--- src/rtl/wake_cfg_pkg.sv ---
// constants and types shared by the wake source and interrupt pin configuration block
package wake_cfg_pkg;

	// ==========================================================
	// register map: each entry is an index, byte address = index * 4
	localparam logic [7:0]  CFG_IDX        = 8'h2c;
	localparam logic [7:0]  SYS_IDX        = 8'h0b;
	localparam logic [7:0]  IRQ_STAT_IDX   = 8'h40;
	localparam logic [7:0]  IRQ_MASK_IDX   = 8'h41;
	localparam logic [21:0] ADDR_HI_ZERO   = 22'h000000;
	localparam logic [1:0]  ADDR_LO_ZERO   = 2'h0;

	// ==========================================================
	// configuration register layout
	localparam logic [7:0]  CFG_RESET      = 8'h00;
	localparam logic [7:0]  CFG_WR_MASK    = 8'hfb;

	typedef struct packed {
		logic fifo_hold;
		logic transient_wake_enable;
		logic orientation_wake_enable;
		logic pulse_wake_enable;
		logic fall_motion_wake_enable;
		logic reserved;
		logic irq_polarity;
		logic irq_drive_type;
	} cfg_t;

	// detection function interrupts, same order as the wake enables
	typedef struct packed {
		logic transient;
		logic orientation;
		logic pulse;
		logic fall_motion;
	} detect_t;

	// ==========================================================
	// system mode status layout
	localparam int          SYS_SLEEP_BIT  = 0;
	localparam int          SYS_PIN1_BIT   = 2;
	localparam int          SYS_PIN2_BIT   = 3;
	localparam int          SYS_ERR_BIT    = 7;

	// ==========================================================
	// interrupt status and mask layout
	localparam int          IRQ_W          = 2;
	localparam int          IRQ_ERR_BIT    = 0;
	localparam int          IRQ_WAKE_BIT   = 1;
	localparam logic [1:0]  IRQ_RESET      = 2'h0;

	// ==========================================================
	// bus and pins
	localparam logic        RESP_OKAY      = 1'b0;
	localparam logic [31:0] RDATA_ZERO     = 32'h00000000;
	localparam logic        PIN_O_RESET    = 1'b1;
	localparam logic        PIN_OE_RESET   = 1'b1;
	localparam int          NUM_PINS       = 2;

	typedef enum logic [0:0] {
		BUS_IDLE = 1'b0,
		BUS_READ = 1'b1
	} bus_state_t;

endpackage : wake_cfg_pkg

--- src/rtl/irq_pin_driver.sv ---
// one interrupt pad: polarity and push-pull or open-drain drive
`timescale 1ns/1ps
`default_nettype none

module irq_pin_driver (
	// clock and reset
	input  wire logic clk,
	input  wire logic rst,
	// request and settings
	input  wire logic req,
	input  wire logic polarity,
	input  wire logic open_drain,
	// pad
	output var  logic pin_o_q,
	output var  logic pin_oe_q
);

	logic level;

	// ==========================================================
	// drive
	assign level = polarity ? req : ~req;

	always_ff @(posedge clk)
	begin
		if (rst)
		begin
			pin_o_q  <= wake_cfg_pkg::PIN_O_RESET;
			pin_oe_q <= wake_cfg_pkg::PIN_OE_RESET;
		end
		else if (open_drain)
		begin
			// released high level relies on the shared line's pull-up
			pin_o_q  <= 1'b0;
			pin_oe_q <= ~level;
		end
		else
		begin
			pin_o_q  <= level;
			pin_oe_q <= 1'b1;
		end
	end
endmodule : irq_pin_driver

`default_nettype wire

--- src/rtl/wake_irq_cfg.sv ---
// wake source, fifo hold and interrupt pin configuration block with ahb-lite slave
//
// How it works
// - hold off: mode change flushes whole fifo
// - hold on: mode change blocks input until empty
// - sample during hold before empty sets error
// - error stays until fifo emptied, then clears
// - transient wake enable, else bypassed in sleep
// - orientation wake enable, else bypassed in sleep
// - pulse wake enable, else bypassed in sleep
// - fall/motion wake enable, else bypassed in sleep
// - polarity bit: 0 active low, 1 high
// - drive bit: 0 push-pull, 1 open-drain
// - polarity and drive apply to both pins
// - config register read/write at index 2c
//
// Added by the designer: the AHB-Lite register port and the address map.
`timescale 1ns/1ps
`default_nettype none

module wake_irq_cfg (
	// clock and reset
	input  wire logic                    CLK,
	input  wire logic                    SYS_RST,
	// ahb-lite slave
	input  wire logic                    HSEL,
	input  wire logic [31:0]             HADDR,
	input  wire logic [1:0]              HTRANS,
	input  wire logic                    HWRITE,
	input  wire logic [2:0]              HSIZE,
	input  wire logic [31:0]             HWDATA,
	input  wire logic                    HREADY,
	output var  logic [31:0]             HRDATA,
	output var  logic                    HREADYOUT,
	output var  logic                    HRESP,
	// system mode and fifo
	input  wire logic                    SLEEP_MODE,
	input  wire logic                    SAMPLE_STROBE,
	input  wire logic                    FIFO_EMPTY,
	output var  logic                    FIFO_FLUSH,
	output var  logic                    FIFO_INPUT_BLOCK,
	// detection functions and wake
	input  wire wake_cfg_pkg::detect_t   DETECT_IRQ,
	output var  logic [3:0]              DETECT_BYPASS,
	output var  logic                    WAKE_REQUEST,
	// interrupt pins
	input  wire logic                    IRQ_ONE_REQ,
	input  wire logic                    IRQ_TWO_REQ,
	input  wire logic                    IRQ_PIN_ONE_I,
	output var  logic                    IRQ_PIN_ONE_O,
	output var  logic                    IRQ_PIN_ONE_OE,
	input  wire logic                    IRQ_PIN_TWO_I,
	output var  logic                    IRQ_PIN_TWO_O,
	output var  logic                    IRQ_PIN_TWO_OE,
	// block interrupt
	output var  logic                    IRQ
);

	// ==========================================================
	// declarations
	wake_cfg_pkg::cfg_t                  cfg_q;
	wake_cfg_pkg::bus_state_t            bus_q;
	logic [31:0]                         wr_addr_q;
	logic [31:0]                         rd_addr_q;
	logic                                wr_pend_q;
	logic [31:0]                         hrdata_q;
	logic                                hreadyout_q;
	logic [31:0]                         rdata;
	logic                                accept;
	logic                                sleep_q;
	logic                                mode_chg;
	logic                                gate_q;
	logic                                err_q;
	logic                                err_d;
	logic                                flush_q;
	logic                                wake_q;
	logic                                wake_d;
	logic [3:0]                          bypass_q;
	logic [3:0]                          wake_en;
	logic [wake_cfg_pkg::IRQ_W-1:0]      irq_stat_q;
	logic [wake_cfg_pkg::IRQ_W-1:0]      irq_stat_d;
	logic [wake_cfg_pkg::IRQ_W-1:0]      irq_mask_q;
	logic [wake_cfg_pkg::IRQ_W-1:0]      irq_set;
	logic                                irq_q;
	logic [1:0]                          pin_one_s_q;
	logic [1:0]                          pin_two_s_q;
	logic [wake_cfg_pkg::NUM_PINS-1:0]   pin_req;
	logic [wake_cfg_pkg::NUM_PINS-1:0]   pin_o;
	logic [wake_cfg_pkg::NUM_PINS-1:0]   pin_oe;

	function automatic logic reg_hit(input logic [31:0] addr, input logic [7:0] idx);
		reg_hit = (addr == {wake_cfg_pkg::ADDR_HI_ZERO, idx, wake_cfg_pkg::ADDR_LO_ZERO});
	endfunction : reg_hit

	// ==========================================================
	// bus phases: writes take no wait state, reads take one
	assign accept = HSEL && HREADY && HTRANS[1];

	always_ff @(posedge CLK)
	begin
		if (SYS_RST)
		begin
			wr_pend_q <= 1'b0;
			wr_addr_q <= wake_cfg_pkg::RDATA_ZERO;
		end
		else
		begin
			wr_pend_q <= accept && HWRITE;
			if (accept && HWRITE)
			begin
				wr_addr_q <= HADDR;
			end
		end
	end

	always_ff @(posedge CLK)
	begin
		if (SYS_RST)
		begin
			bus_q       <= wake_cfg_pkg::BUS_IDLE;
			rd_addr_q   <= wake_cfg_pkg::RDATA_ZERO;
			hreadyout_q <= 1'b1;
			hrdata_q    <= wake_cfg_pkg::RDATA_ZERO;
		end
		else
		begin
			case (bus_q)
				wake_cfg_pkg::BUS_IDLE:
				begin
					if (accept && !HWRITE)
					begin
						bus_q       <= wake_cfg_pkg::BUS_READ;
						rd_addr_q   <= HADDR;
						hreadyout_q <= 1'b0;
					end
				end
				wake_cfg_pkg::BUS_READ:
				begin
					// sampled a cycle late so a preceding write is already visible
					bus_q       <= wake_cfg_pkg::BUS_IDLE;
					hrdata_q    <= rdata;
					hreadyout_q <= 1'b1;
				end
				default:
				begin
					bus_q       <= wake_cfg_pkg::BUS_IDLE;
					hreadyout_q <= 1'b1;
				end
			endcase
		end
	end

	always_comb
	begin
		rdata = wake_cfg_pkg::RDATA_ZERO;
		if (reg_hit(rd_addr_q, wake_cfg_pkg::CFG_IDX))
		begin
			rdata[7:0] = cfg_q;
		end
		else if (reg_hit(rd_addr_q, wake_cfg_pkg::SYS_IDX))
		begin
			rdata[wake_cfg_pkg::SYS_SLEEP_BIT] = sleep_q;
			rdata[wake_cfg_pkg::SYS_PIN1_BIT]  = pin_one_s_q[1];
			rdata[wake_cfg_pkg::SYS_PIN2_BIT]  = pin_two_s_q[1];
			rdata[wake_cfg_pkg::SYS_ERR_BIT]   = err_q;
		end
		else if (reg_hit(rd_addr_q, wake_cfg_pkg::IRQ_STAT_IDX))
		begin
			rdata[wake_cfg_pkg::IRQ_W-1:0] = irq_stat_q;
		end
		else if (reg_hit(rd_addr_q, wake_cfg_pkg::IRQ_MASK_IDX))
		begin
			rdata[wake_cfg_pkg::IRQ_W-1:0] = irq_mask_q;
		end
	end

	// ==========================================================
	// configuration register
	always_ff @(posedge CLK)
	begin
		if (SYS_RST)
		begin
			cfg_q <= wake_cfg_pkg::CFG_RESET;
		end
		else if (wr_pend_q && reg_hit(wr_addr_q, wake_cfg_pkg::CFG_IDX))
		begin
			cfg_q <= HWDATA[7:0] & wake_cfg_pkg::CFG_WR_MASK;
		end
	end

	// ==========================================================
	// fifo hold on wake/sleep change
	assign mode_chg = SLEEP_MODE != sleep_q;

	always_ff @(posedge CLK)
	begin
		if (SYS_RST)
		begin
			sleep_q <= 1'b0;
			flush_q <= 1'b0;
		end
		else
		begin
			sleep_q <= SLEEP_MODE;
			flush_q <= mode_chg && !cfg_q.fifo_hold;
		end
	end

	always_ff @(posedge CLK)
	begin
		if (SYS_RST)
		begin
			gate_q <= 1'b0;
		end
		else if (mode_chg && cfg_q.fifo_hold)
		begin
			gate_q <= 1'b1;
		end
		else if (FIFO_EMPTY)
		begin
			gate_q <= 1'b0;
		end
	end

	// a sample in a cycle with the fifo empty does not set the error; the empty clears it
	assign err_d = (gate_q && SAMPLE_STROBE && !FIFO_EMPTY) ? 1'b1 :
		(FIFO_EMPTY ? 1'b0 : err_q);

	always_ff @(posedge CLK)
	begin
		if (SYS_RST)
		begin
			err_q <= 1'b0;
		end
		else
		begin
			err_q <= err_d;
		end
	end

	// ==========================================================
	// wake sources
	assign wake_en = {cfg_q.transient_wake_enable, cfg_q.orientation_wake_enable,
		cfg_q.pulse_wake_enable, cfg_q.fall_motion_wake_enable};
	assign wake_d = SLEEP_MODE && |(wake_en & DETECT_IRQ);

	always_ff @(posedge CLK)
	begin
		if (SYS_RST)
		begin
			wake_q   <= 1'b0;
			bypass_q <= 4'h0;
		end
		else
		begin
			wake_q   <= wake_d;
			bypass_q <= {4{SLEEP_MODE}} & ~wake_en;
		end
	end

	// ==========================================================
	// interrupt status, mask and output
	assign irq_set[wake_cfg_pkg::IRQ_ERR_BIT]  = err_d && !err_q;
	assign irq_set[wake_cfg_pkg::IRQ_WAKE_BIT] = wake_d && !wake_q;

	always_comb
	begin
		irq_stat_d = irq_stat_q;
		if (wr_pend_q && reg_hit(wr_addr_q, wake_cfg_pkg::IRQ_STAT_IDX))
		begin
			irq_stat_d = irq_stat_q & ~HWDATA[wake_cfg_pkg::IRQ_W-1:0];
		end
		// set beats a clear in the same cycle
		irq_stat_d = irq_stat_d | irq_set;
	end

	always_ff @(posedge CLK)
	begin
		if (SYS_RST)
		begin
			irq_stat_q <= wake_cfg_pkg::IRQ_RESET;
			irq_mask_q <= wake_cfg_pkg::IRQ_RESET;
			irq_q      <= 1'b0;
		end
		else
		begin
			irq_stat_q <= irq_stat_d;
			if (wr_pend_q && reg_hit(wr_addr_q, wake_cfg_pkg::IRQ_MASK_IDX))
			begin
				irq_mask_q <= HWDATA[wake_cfg_pkg::IRQ_W-1:0];
			end
			irq_q <= |(irq_stat_d & irq_mask_q);
		end
	end

	// ==========================================================
	// interrupt pads
	always_ff @(posedge CLK)
	begin
		if (SYS_RST)
		begin
			pin_one_s_q <= 2'h0;
			pin_two_s_q <= 2'h0;
		end
		else
		begin
			pin_one_s_q <= {pin_one_s_q[0], IRQ_PIN_ONE_I};
			pin_two_s_q <= {pin_two_s_q[0], IRQ_PIN_TWO_I};
		end
	end

	assign pin_req = {IRQ_TWO_REQ, IRQ_ONE_REQ};

	generate
		for (genvar i = 0; i < wake_cfg_pkg::NUM_PINS; i++)
		begin : g_pin
			irq_pin_driver u_drv (
				.clk        (CLK),
				.rst        (SYS_RST),
				.req        (pin_req[i]),
				.polarity   (cfg_q.irq_polarity),
				.open_drain (cfg_q.irq_drive_type),
				.pin_o_q    (pin_o[i]),
				.pin_oe_q   (pin_oe[i])
			);
		end
	endgenerate

	// ==========================================================
	// outputs
	assign HRDATA           = hrdata_q;
	assign HREADYOUT        = hreadyout_q;
	assign HRESP            = wake_cfg_pkg::RESP_OKAY;
	assign FIFO_FLUSH       = flush_q;
	assign FIFO_INPUT_BLOCK = gate_q;
	assign DETECT_BYPASS    = bypass_q;
	assign WAKE_REQUEST     = wake_q;
	assign IRQ_PIN_ONE_O    = pin_o[0];
	assign IRQ_PIN_ONE_OE   = pin_oe[0];
	assign IRQ_PIN_TWO_O    = pin_o[1];
	assign IRQ_PIN_TWO_OE   = pin_oe[1];
	assign IRQ              = irq_q;
endmodule : wake_irq_cfg

`default_nettype wire

--- config.mk ---
export PLATFORM = sky130hd
export DESIGN_NAME = wake_irq_cfg
export DESIGN_NICKNAME = d
export VERILOG_FILES = /design/src/rtl/wake_cfg_pkg.sv /design/src/rtl/irq_pin_driver.sv /design/src/rtl/wake_irq_cfg.sv
export SDC_FILE = /design/constraint.sdc
export NUM_CORES = 1
export LEC_CHECK = 0
export BUFFER_PORTS_ARGS = -buffer_cell sky130_fd_sc_hd__buf_2
export CAP_MARGIN = 25
export CORE_MARGIN = 3
export CORE_UTILIZATION = 52
export CTS_BUF_LIST = sky130_fd_sc_hd__clkbuf_2
export CTS_CLUSTER_SIZE = 25
export DETAILED_ROUTE_END_ITERATION = 6
export PLACE_DENSITY = 0.89
export SLEW_MARGIN = 40
export SYNTH_ARGS = -nofsm -noshare
export SYNTH_HDL_FRONTEND = slang
export SYNTH_SLANG_ARGS = --single-unit
--- constraint.sdc ---
create_clock -name CLK -period 2.79 [get_ports CLK]
set_clock_uncertainty 0.1 [all_clocks]
set_input_delay 0.279 -clock CLK [delete_from_list [all_inputs] [get_ports CLK]]
set_output_delay 0.279 -clock CLK [all_outputs]
set_load 0.02 [all_outputs]
==> results of run 1 <==
[routing by layer]
layer  GRT usage [%]  part of all wire [%]  wire length [microns]  up-vias
li1                -                     -                      -     1899
met3           5.657                   9.0                    994       39
met5               0                     0                      0        -
met4           9.255                   2.7                    297        0
met1           29.49                    40                   4397     1860
met2           42.40                    49                   5389      236
[state kept, by name (all words and copies together), names as in the netlist, 4 cells and up]
name / flops
DETECT_BYPASS: 4
HRDATA: 8
cfg_q: 7
rd_addr_q: 32
wr_addr_q: 32
[worst max-delay path: cells and delay by family, from the launching register on]
family             cells  cell delay [ns]
AOI/OAI and AO/OA      1             0.15
DFF                    1             0.37
and+or+nand+nor        3             1.52
[through the flow]
step / total power [uW] / hold slack [ns] / area (sq um) / setup slack [ns]
after floorplan: 1728 / 0.2583 / 4177 / 0.8061
after global placement: 1781 / 0.3194 / 4429 / 0.6377
after detailed placement: 1786 / 0.3419 / 4429 / 0.5889
after CTS: 2522 / 0.02568 / 5077 / 0.5719
after global routing: 2623 / 0.03258 / 5084 / 0.4715
final: 2538 / 0.03705 / 5084 / 0.5825
[cell type report]
type	count	area share, %
timing repair buffer	134	18.66
sequential	104	40.95
inverter	7	0.5169
clock inverter	7	1.428
multi-input combinational	355	35.12
clock buffer	9	0.8860
tap	99	2.437
[report_power, final]
part / total (uW) / internal (uW) / switching, uW / leakage (uW)
Combinational: 284 / 116 / 168 / 0.00104
Clock: 713 / 203 / 510 / 0.0000578
Sequential: 1540 / 1520 / 18.8 / 0.000843
[layout by cell type, fill, tap and decap left out, types with 2 or more instances in the layout]
master,instances
o31ai_1,9
buf_4,5
conb_1,25
or2_2,2
a21o_1,2
or4_1,4
and4_1,2
xnor2_1,2
nand4_1,14
dlygate4sd3_1,53
a22oi_1,4
dfxtp_1,104
nor3_1,5
a32o_1,4
inv_1,7
and3_1,2
a21oi_1,75
clkinvlp_4,4
nor4_1,19
mux2_2,2
o21ai_0,8
nor2_1,8
buf_2,76
nand3_1,3
clkbuf_2,9
nand2_1,138
nor2b_1,5
nand2b_1,3
[kinds of logic after synthesis]
logic type,Yosys count
AO/OA/AOI/OAI,110
XOR/XNOR,3
buffers and inverters,59
flip-flops,104
multiplexers,2
other,1
AND/OR/NAND/NOR,215
[how the worst max path moves through the flow]
| stage | endpoint | start | depth (start not counted) | slack, ns |
|---|---|---|---|---|
| after global placement | IRQ | wr_addr_q[13] | 4 | 0.64 |
| after CTS | IRQ | wr_addr_q[13] | 4 | 0.57 |
| final | irq_stat_q[0] | wr_addr_q[13] | 4 | 0.58 |
| after floorplan | cfg_q[0] | wr_addr_q[0] | 5 | 0.81 |
| after global routing | IRQ | wr_addr_q[13] | 4 | 0.47 |
| after detailed placement | IRQ | wr_addr_q[13] | 4 | 0.59 |
==> metrics.md, run 1 <==
| Metric | Value |
|---|---|
| Status | completed |
| Area taken by multi-input logic gates | 0.001785 sq mm |
| Leak | 0.001939 uW |
| Most common library cells after synthesis | nand2_1 (138), dfxtp_1 (104), a21oi_1 (75), buf_4 (25), clkbuf_1 (24) |
| Post-CTS Setup Bufs | 0 |
| Initial antenna violation count | 0 |
| Final WL | 11.08 mm |
| Avg Synthesized Cell Area | 8.272 sq um |
| Fraction of registers with async set/reset | 0% |
| Die W | 94.65 microns |
| Synth top area share | 50.95% |
| Reg area | ~0.0021 sq mm |
| Synth Area in Adders | 0% |
| P&R area growth vs syn | 24.40% |
| Worst-case clock buffer depth | 2 |
| Ys Warns | 0 |
| Final Hold Vio Count | 0 |
| Top cells by area, synth | dfxtp_1 (51%), nand2_1 (13%), a21oi_1 (9.2%) |
| Synthesized instance count | 494 |
| Worst reg2reg endpoint | irq_stat_q[0] |
| Via count | just over 4,000 |
| CTS buffer count | 9 |
| Final Slew Violations | 0 |
| Mapped Area | 0.004086 sq mm |
| Nets | approximately 700 |
| Period minus WS final | about 2.2 ns |
| Fin cells | 715 |
| Fillers | 575 |
| CP arrival | roughly 2.6 ns |
| Slew margin rel. | 57.44% |
| Most numerous cell on the critical path | or4_1 |
| FF-to-FF setup slack | 0.58 ns |
| CTS sink count | 104 |
| Most area-hungry cell type in the Yosys netlist | dfxtp_1 |
| Worst-skew pair later-pin latency | around 0.6 ns |
| Setup TNS | 0 ns |
| I/O pins | 131 |
| CTS resizes | 0 |
| Hold Crit Depth | 4 |
| Final worst-path cycle share | between 70% and 80% |
| Flops & latches, synth | around 100 |
| PortBufs | 76 |
| First-pass GRT wire length | 17.24 mm |
| Crit-path max FO | 10 |
| Largest stage delay, worst path | roughly 0.73 ns |
| Synth Area in XOR/XNOR | 0.6430% |
| Ys flop type | dfxtp_1 |
| Critical R2R Launch | wr_addr_q[13] |
| Mux cell area share after synthesis | 0.5511% |
| Pwr/cell area | 499.2 mW/mm^2 |
| MaxCap Viol Count | 0 |
| Routability-driven placement congestion ratio | slightly above 0.8 |
| Largest net degree at the start of global routing | 60 |
| Req. time, crit path | 3.20 ns |
| Pre-antenna DRT Iters | 6 |
| Post-synth cell types | 44 |
| DP HPWL | between 6 and 7 mm |
| # diodes | 0 |
| Crit path launch type | flip-flop |
| Critical Path Sink Type | flip-flop |
| DRC Markers | 0 |
| Slowest stage cell, crit path | or4_1 |
| H-Tree Depth | 3 |
| WHS Endpoint | irq_stat_q[0] |
| WL per Instance | 15.49 microns |
| DP Cell Count | 646 |
| # setup viols final | 0 |
| Drt initial violations | 393 |
| Antenna-violating nets left | 0 |
| Count leader, synth | nand2_1 |
| Max Freq | 0.4530 GHz |
| Maximum VDD drop | 0.2801 mV |
| Post-synth EDFFs | 0 |
| Post-Synth Simple-Gate Area | 24.56% |
| DIE AREA | 0.008959 sq mm |
| CTS tree | done |
| Critical path, cell by cell | or4_1 > or4_1 > nor3_1 > a31oi_1 |
| Largest family of logic cells by synthesized area | simple AND/OR/NAND/NOR gates |
| Standard-cell rows | 31 |
| Via-to-Cell Ratio | roughly 5.6 |
| CTS Root Cell | clkbuf_2 |
| Starting Density | 54.87% |
| Vias in the first global route | 3,689 |
| Worst setup path class | reg -> reg |
| Seq/Total Area, Yosys | 50.95% |
| Cts hold-fix bufs | 53 |
| RSZ-0062 raised after global routing | no |
| Die Ht | approximately 95 microns |
| Compound-cell area share of the yosys netlist | 15.43% |
| Worst min path class | in -> reg |
| GRT Residual Overflow | 0 |
| R2r worst-path depth | 4 |
| Share of post-route cells with drive strength above 1 | ~17% |
| Hold Path Origin | SAMPLE_STROBE |
| Core Area | 0.007447 sq mm |
| Gr usage total | roughly a quarter |
| Utilization after layout | 68.26% |
| Worst-path clk slew | ~0.29 ns |
| Slew @ Worst Pin | 0.6298 ns |
(Power assumes the default switching activity.)
==> run 2: changes to the inputs <==
==> constraint.sdc (replaced) <==
create_clock -name CLK -period 2.1 [get_ports CLK]
set_clock_uncertainty 0.1 [all_clocks]
set_input_delay 0.21 -clock CLK [delete_from_list [all_inputs] [get_ports CLK]]
set_output_delay 0.21 -clock CLK [all_outputs]
set_load 0.02 [all_outputs]
==> run 2 against run 1 <==
- combinational power rose by 42%
- maximum frequency rose by 6.8%
- non-clock buffer count rose by 11
- register-to-register slack got worse by 0.55 ns
- design area rose by 1.9%
- sequential share of layout area fell by 0.74 points
- sequential power rose by 33%
- utilization rose by 1.3 points
- critical path type unchanged
- largest power group unchanged
==> metrics.md, run 2 (same netlist as run 1, synthesis figures left out) <==
| Metric | Value |
|---|---|
| MaxCap Viol Count | 0 (unchanged) |
| Max Freq | 0.4840 GHz (+6.8%) |
| Final worst-path cycle share | 98.38% (+19 points) |
| Core Area | 0.007447 sq mm (unchanged) |
| FF-to-FF setup slack | 0.03 ns (-0.55 ns) |
| Antenna-violating nets left | 0 (unchanged) |
| Vias in the first global route | 3,815 (+3.4%) |
| Final WL | 10.89 mm (-1.7%) |
| Maximum VDD drop | 0.3291 mV (+17%) |
| Fillers | 586 (+1.9%) |
| Routability-driven placement congestion ratio | 0.8121 (-0.96%) |
| Buf/Inv on CP | 0 (unchanged) |
| Nets | 707 (+1.6%) |
| Worst-skew pair later-pin latency | 0.59 ns (about the same) |
| First-pass GRT wire length | 17.48 mm (+1.4%) |
| Period minus WS final | 2.066 ns (-0.1415 ns) |
| Worst-case clock buffer depth | 2 (unchanged) |
| Critical Path Sink Type | flip-flop |
| PortBufs | 76 (unchanged) |
| PnR worst setup slack | 0.03394 ns (-0.5485 ns) |
| Largest stage delay, worst path | 0.62 ns (-0.11 ns) |
| # setup viols final | 0 (unchanged) |
| DP Cell Count | 654 (+1.2%) |
| Fin cells | 726 (+1.5%) |
| CTS Root Cell | clkbuf_2 |
| DIE AREA | 0.008959 sq mm (unchanged) |
| Worst setup path class | reg -> reg |
| Area post-placement | 0.004489 sq mm (+1.4%) |
| Share of post-route cells with drive strength above 1 | 18.82% (+1.6 points) |
| DRC Markers | 0 (unchanged) |
| CTS tree | done |
| Die W | 94.65 microns (unchanged) |
| P&R area growth vs syn | 26.76% |
| Place WS | -0.001493 ns (-0.5903 ns) |
| Slowest stage cell, crit path | or4_1 |
| Worst-path clk slew | 0.30 ns (about the same) |
| Leak | 0.002006 uW (+3.5%) |
| Most frequent cells in the layout | nand2_1 (138), dfxtp_1 (103), buf_2 (76) |
| WL per Instance | 14.99 microns (-3.2%) |
| Status | completed |
| Slew @ Worst Pin | 0.6671 ns (+0.03732 ns) |
| Worst min path class | in -> reg |
| Largest net degree at the start of global routing | 60 (unchanged) |
| # diodes | 0 (unchanged) |
| Final Hold Vio Count | 0 (unchanged) |
| Most common cell after layout, fill and taps aside | nand2_1 |
| Critical path, cell by cell | or4_4 > or4_1 > o31ai_1 > a21oi_1 |
| Crit-path max FO | 4 (-6) |
| Initial antenna violation count | 0 (unchanged) |
| H-Tree Depth | 3 (unchanged) |
| Via-to-Cell Ratio | 5.572 (-1.2%) |
| DP HPWL | 7.047 mm (+1.3%) |
| Pwr/cell area | 644.2 mW/mm^2 (+29%) |
| CP delay by family, top | simple AND/OR/NAND/NOR gates |
| Crit path launch type | flip-flop |
| Final Slew Violations | 0 (unchanged) |
| I/O pins | 131 (unchanged) |
| Die Ht | 94.65 microns (unchanged) |
| CTS buffer count | 9 (unchanged) |
| Post-route cell area | 0.005180 sq mm (+1.9%) |
| Slew margin rel. | 54.92% (-2.5 points) |
| GRT Residual Overflow | 0 (unchanged) |
| CP arrival | 2.50 ns (-0.11 ns) |
| Via count | 4,045 (+0.27%) |
| Standard-cell rows | 31 (unchanged) |
| Pre-antenna DRT Iters | 5 (-1) |
| Gr usage total | 24.71% (+0.21 points) |
| Drt initial violations | 265 (-33%) |
| Starting Density | 54.87% (unchanged) |
| CTS sink count | 104 (unchanged) |
| Req. time, crit path | 2.53 ns (-0.67 ns) |
| RSZ-0062 raised after global routing | yes |
-- run 2: path summary, 6_finish.rpt --
check / startpoint / endpoint / depth (start not counted)
worst max register to register: wr_addr_q[0] / irq_mask_q[1] / 4
worst min register to register: pin_two_s_q[0] / pin_two_s_q[1] / 1
worst min-delay path: DETECT_IRQ[1] / IRQ / 5
worst max-delay path: wr_addr_q[0] / irq_mask_q[1] / 4
-- run 2: repair_timing --
action,CTS,global route
hold buffers,56,0
pin swaps,0,1
gates resized for setup,1,4
buffers inserted,0,0
endpoints found under the setup margin,7,9
endpoints found under the hold margin,93,0
-- run 2: worst reg2reg max path: cells and delay by family (launching register included) --
| kind | cells | cell delay (ns) |
|---|---|---|
| DFF | 1 | 0.39 |
| AOI/OAI and AO/OA | 2 | 0.34 |
| and+or+nand+nor | 2 | 1.18 |
-- run 2: cell type report --
class / count / area (sq um) / share of cell area, %
inverters: 7 / 26.28 / 0.5072
clock buffers: 9 / 45.04 / 0.8696
clock inverters: 7 / 63.81 / 1.232
flip-flops and latches: 104 / 2083 / 40.22
repair buffers: 145 / 1039 / 20.05
multi-input cells: 355 / 1799 / 34.73
well taps: 99 / 123.9 / 2.391
-- run 2: where the power goes --
group	internal, uW	total (uW)	switching (uW)
clock network	182	890	707
logic	173	402	229
registers	2020	2050	23.7
total	2380	3340	960
-- run 2: stage by stage --
step	power, uW	TNS [ns]	hold slack (ns)	utilization [%]
2_1_floorplan	2296	0	0.1893	-
3_3_place_gp	2382	0	0.3100	60.28
4_1_cts	3328	0	0.1272	69.32
5_1_grt	3477	-0.1040	0.1481	69.56
6_report	3337	0	0.1604	69.56
3_5_place_dp	2392	-0.001493	0.3239	60.28
-- run 2: per-layer routing --
layer	GRT usage, %	vias to the layer above	share of wire (%)
met3	4.542	36	7.5
met2	41.63	208	48
met4	9.856	0	2.8
li1	-	1919	-
met5	0	-	0
met1	31.22	1882	41
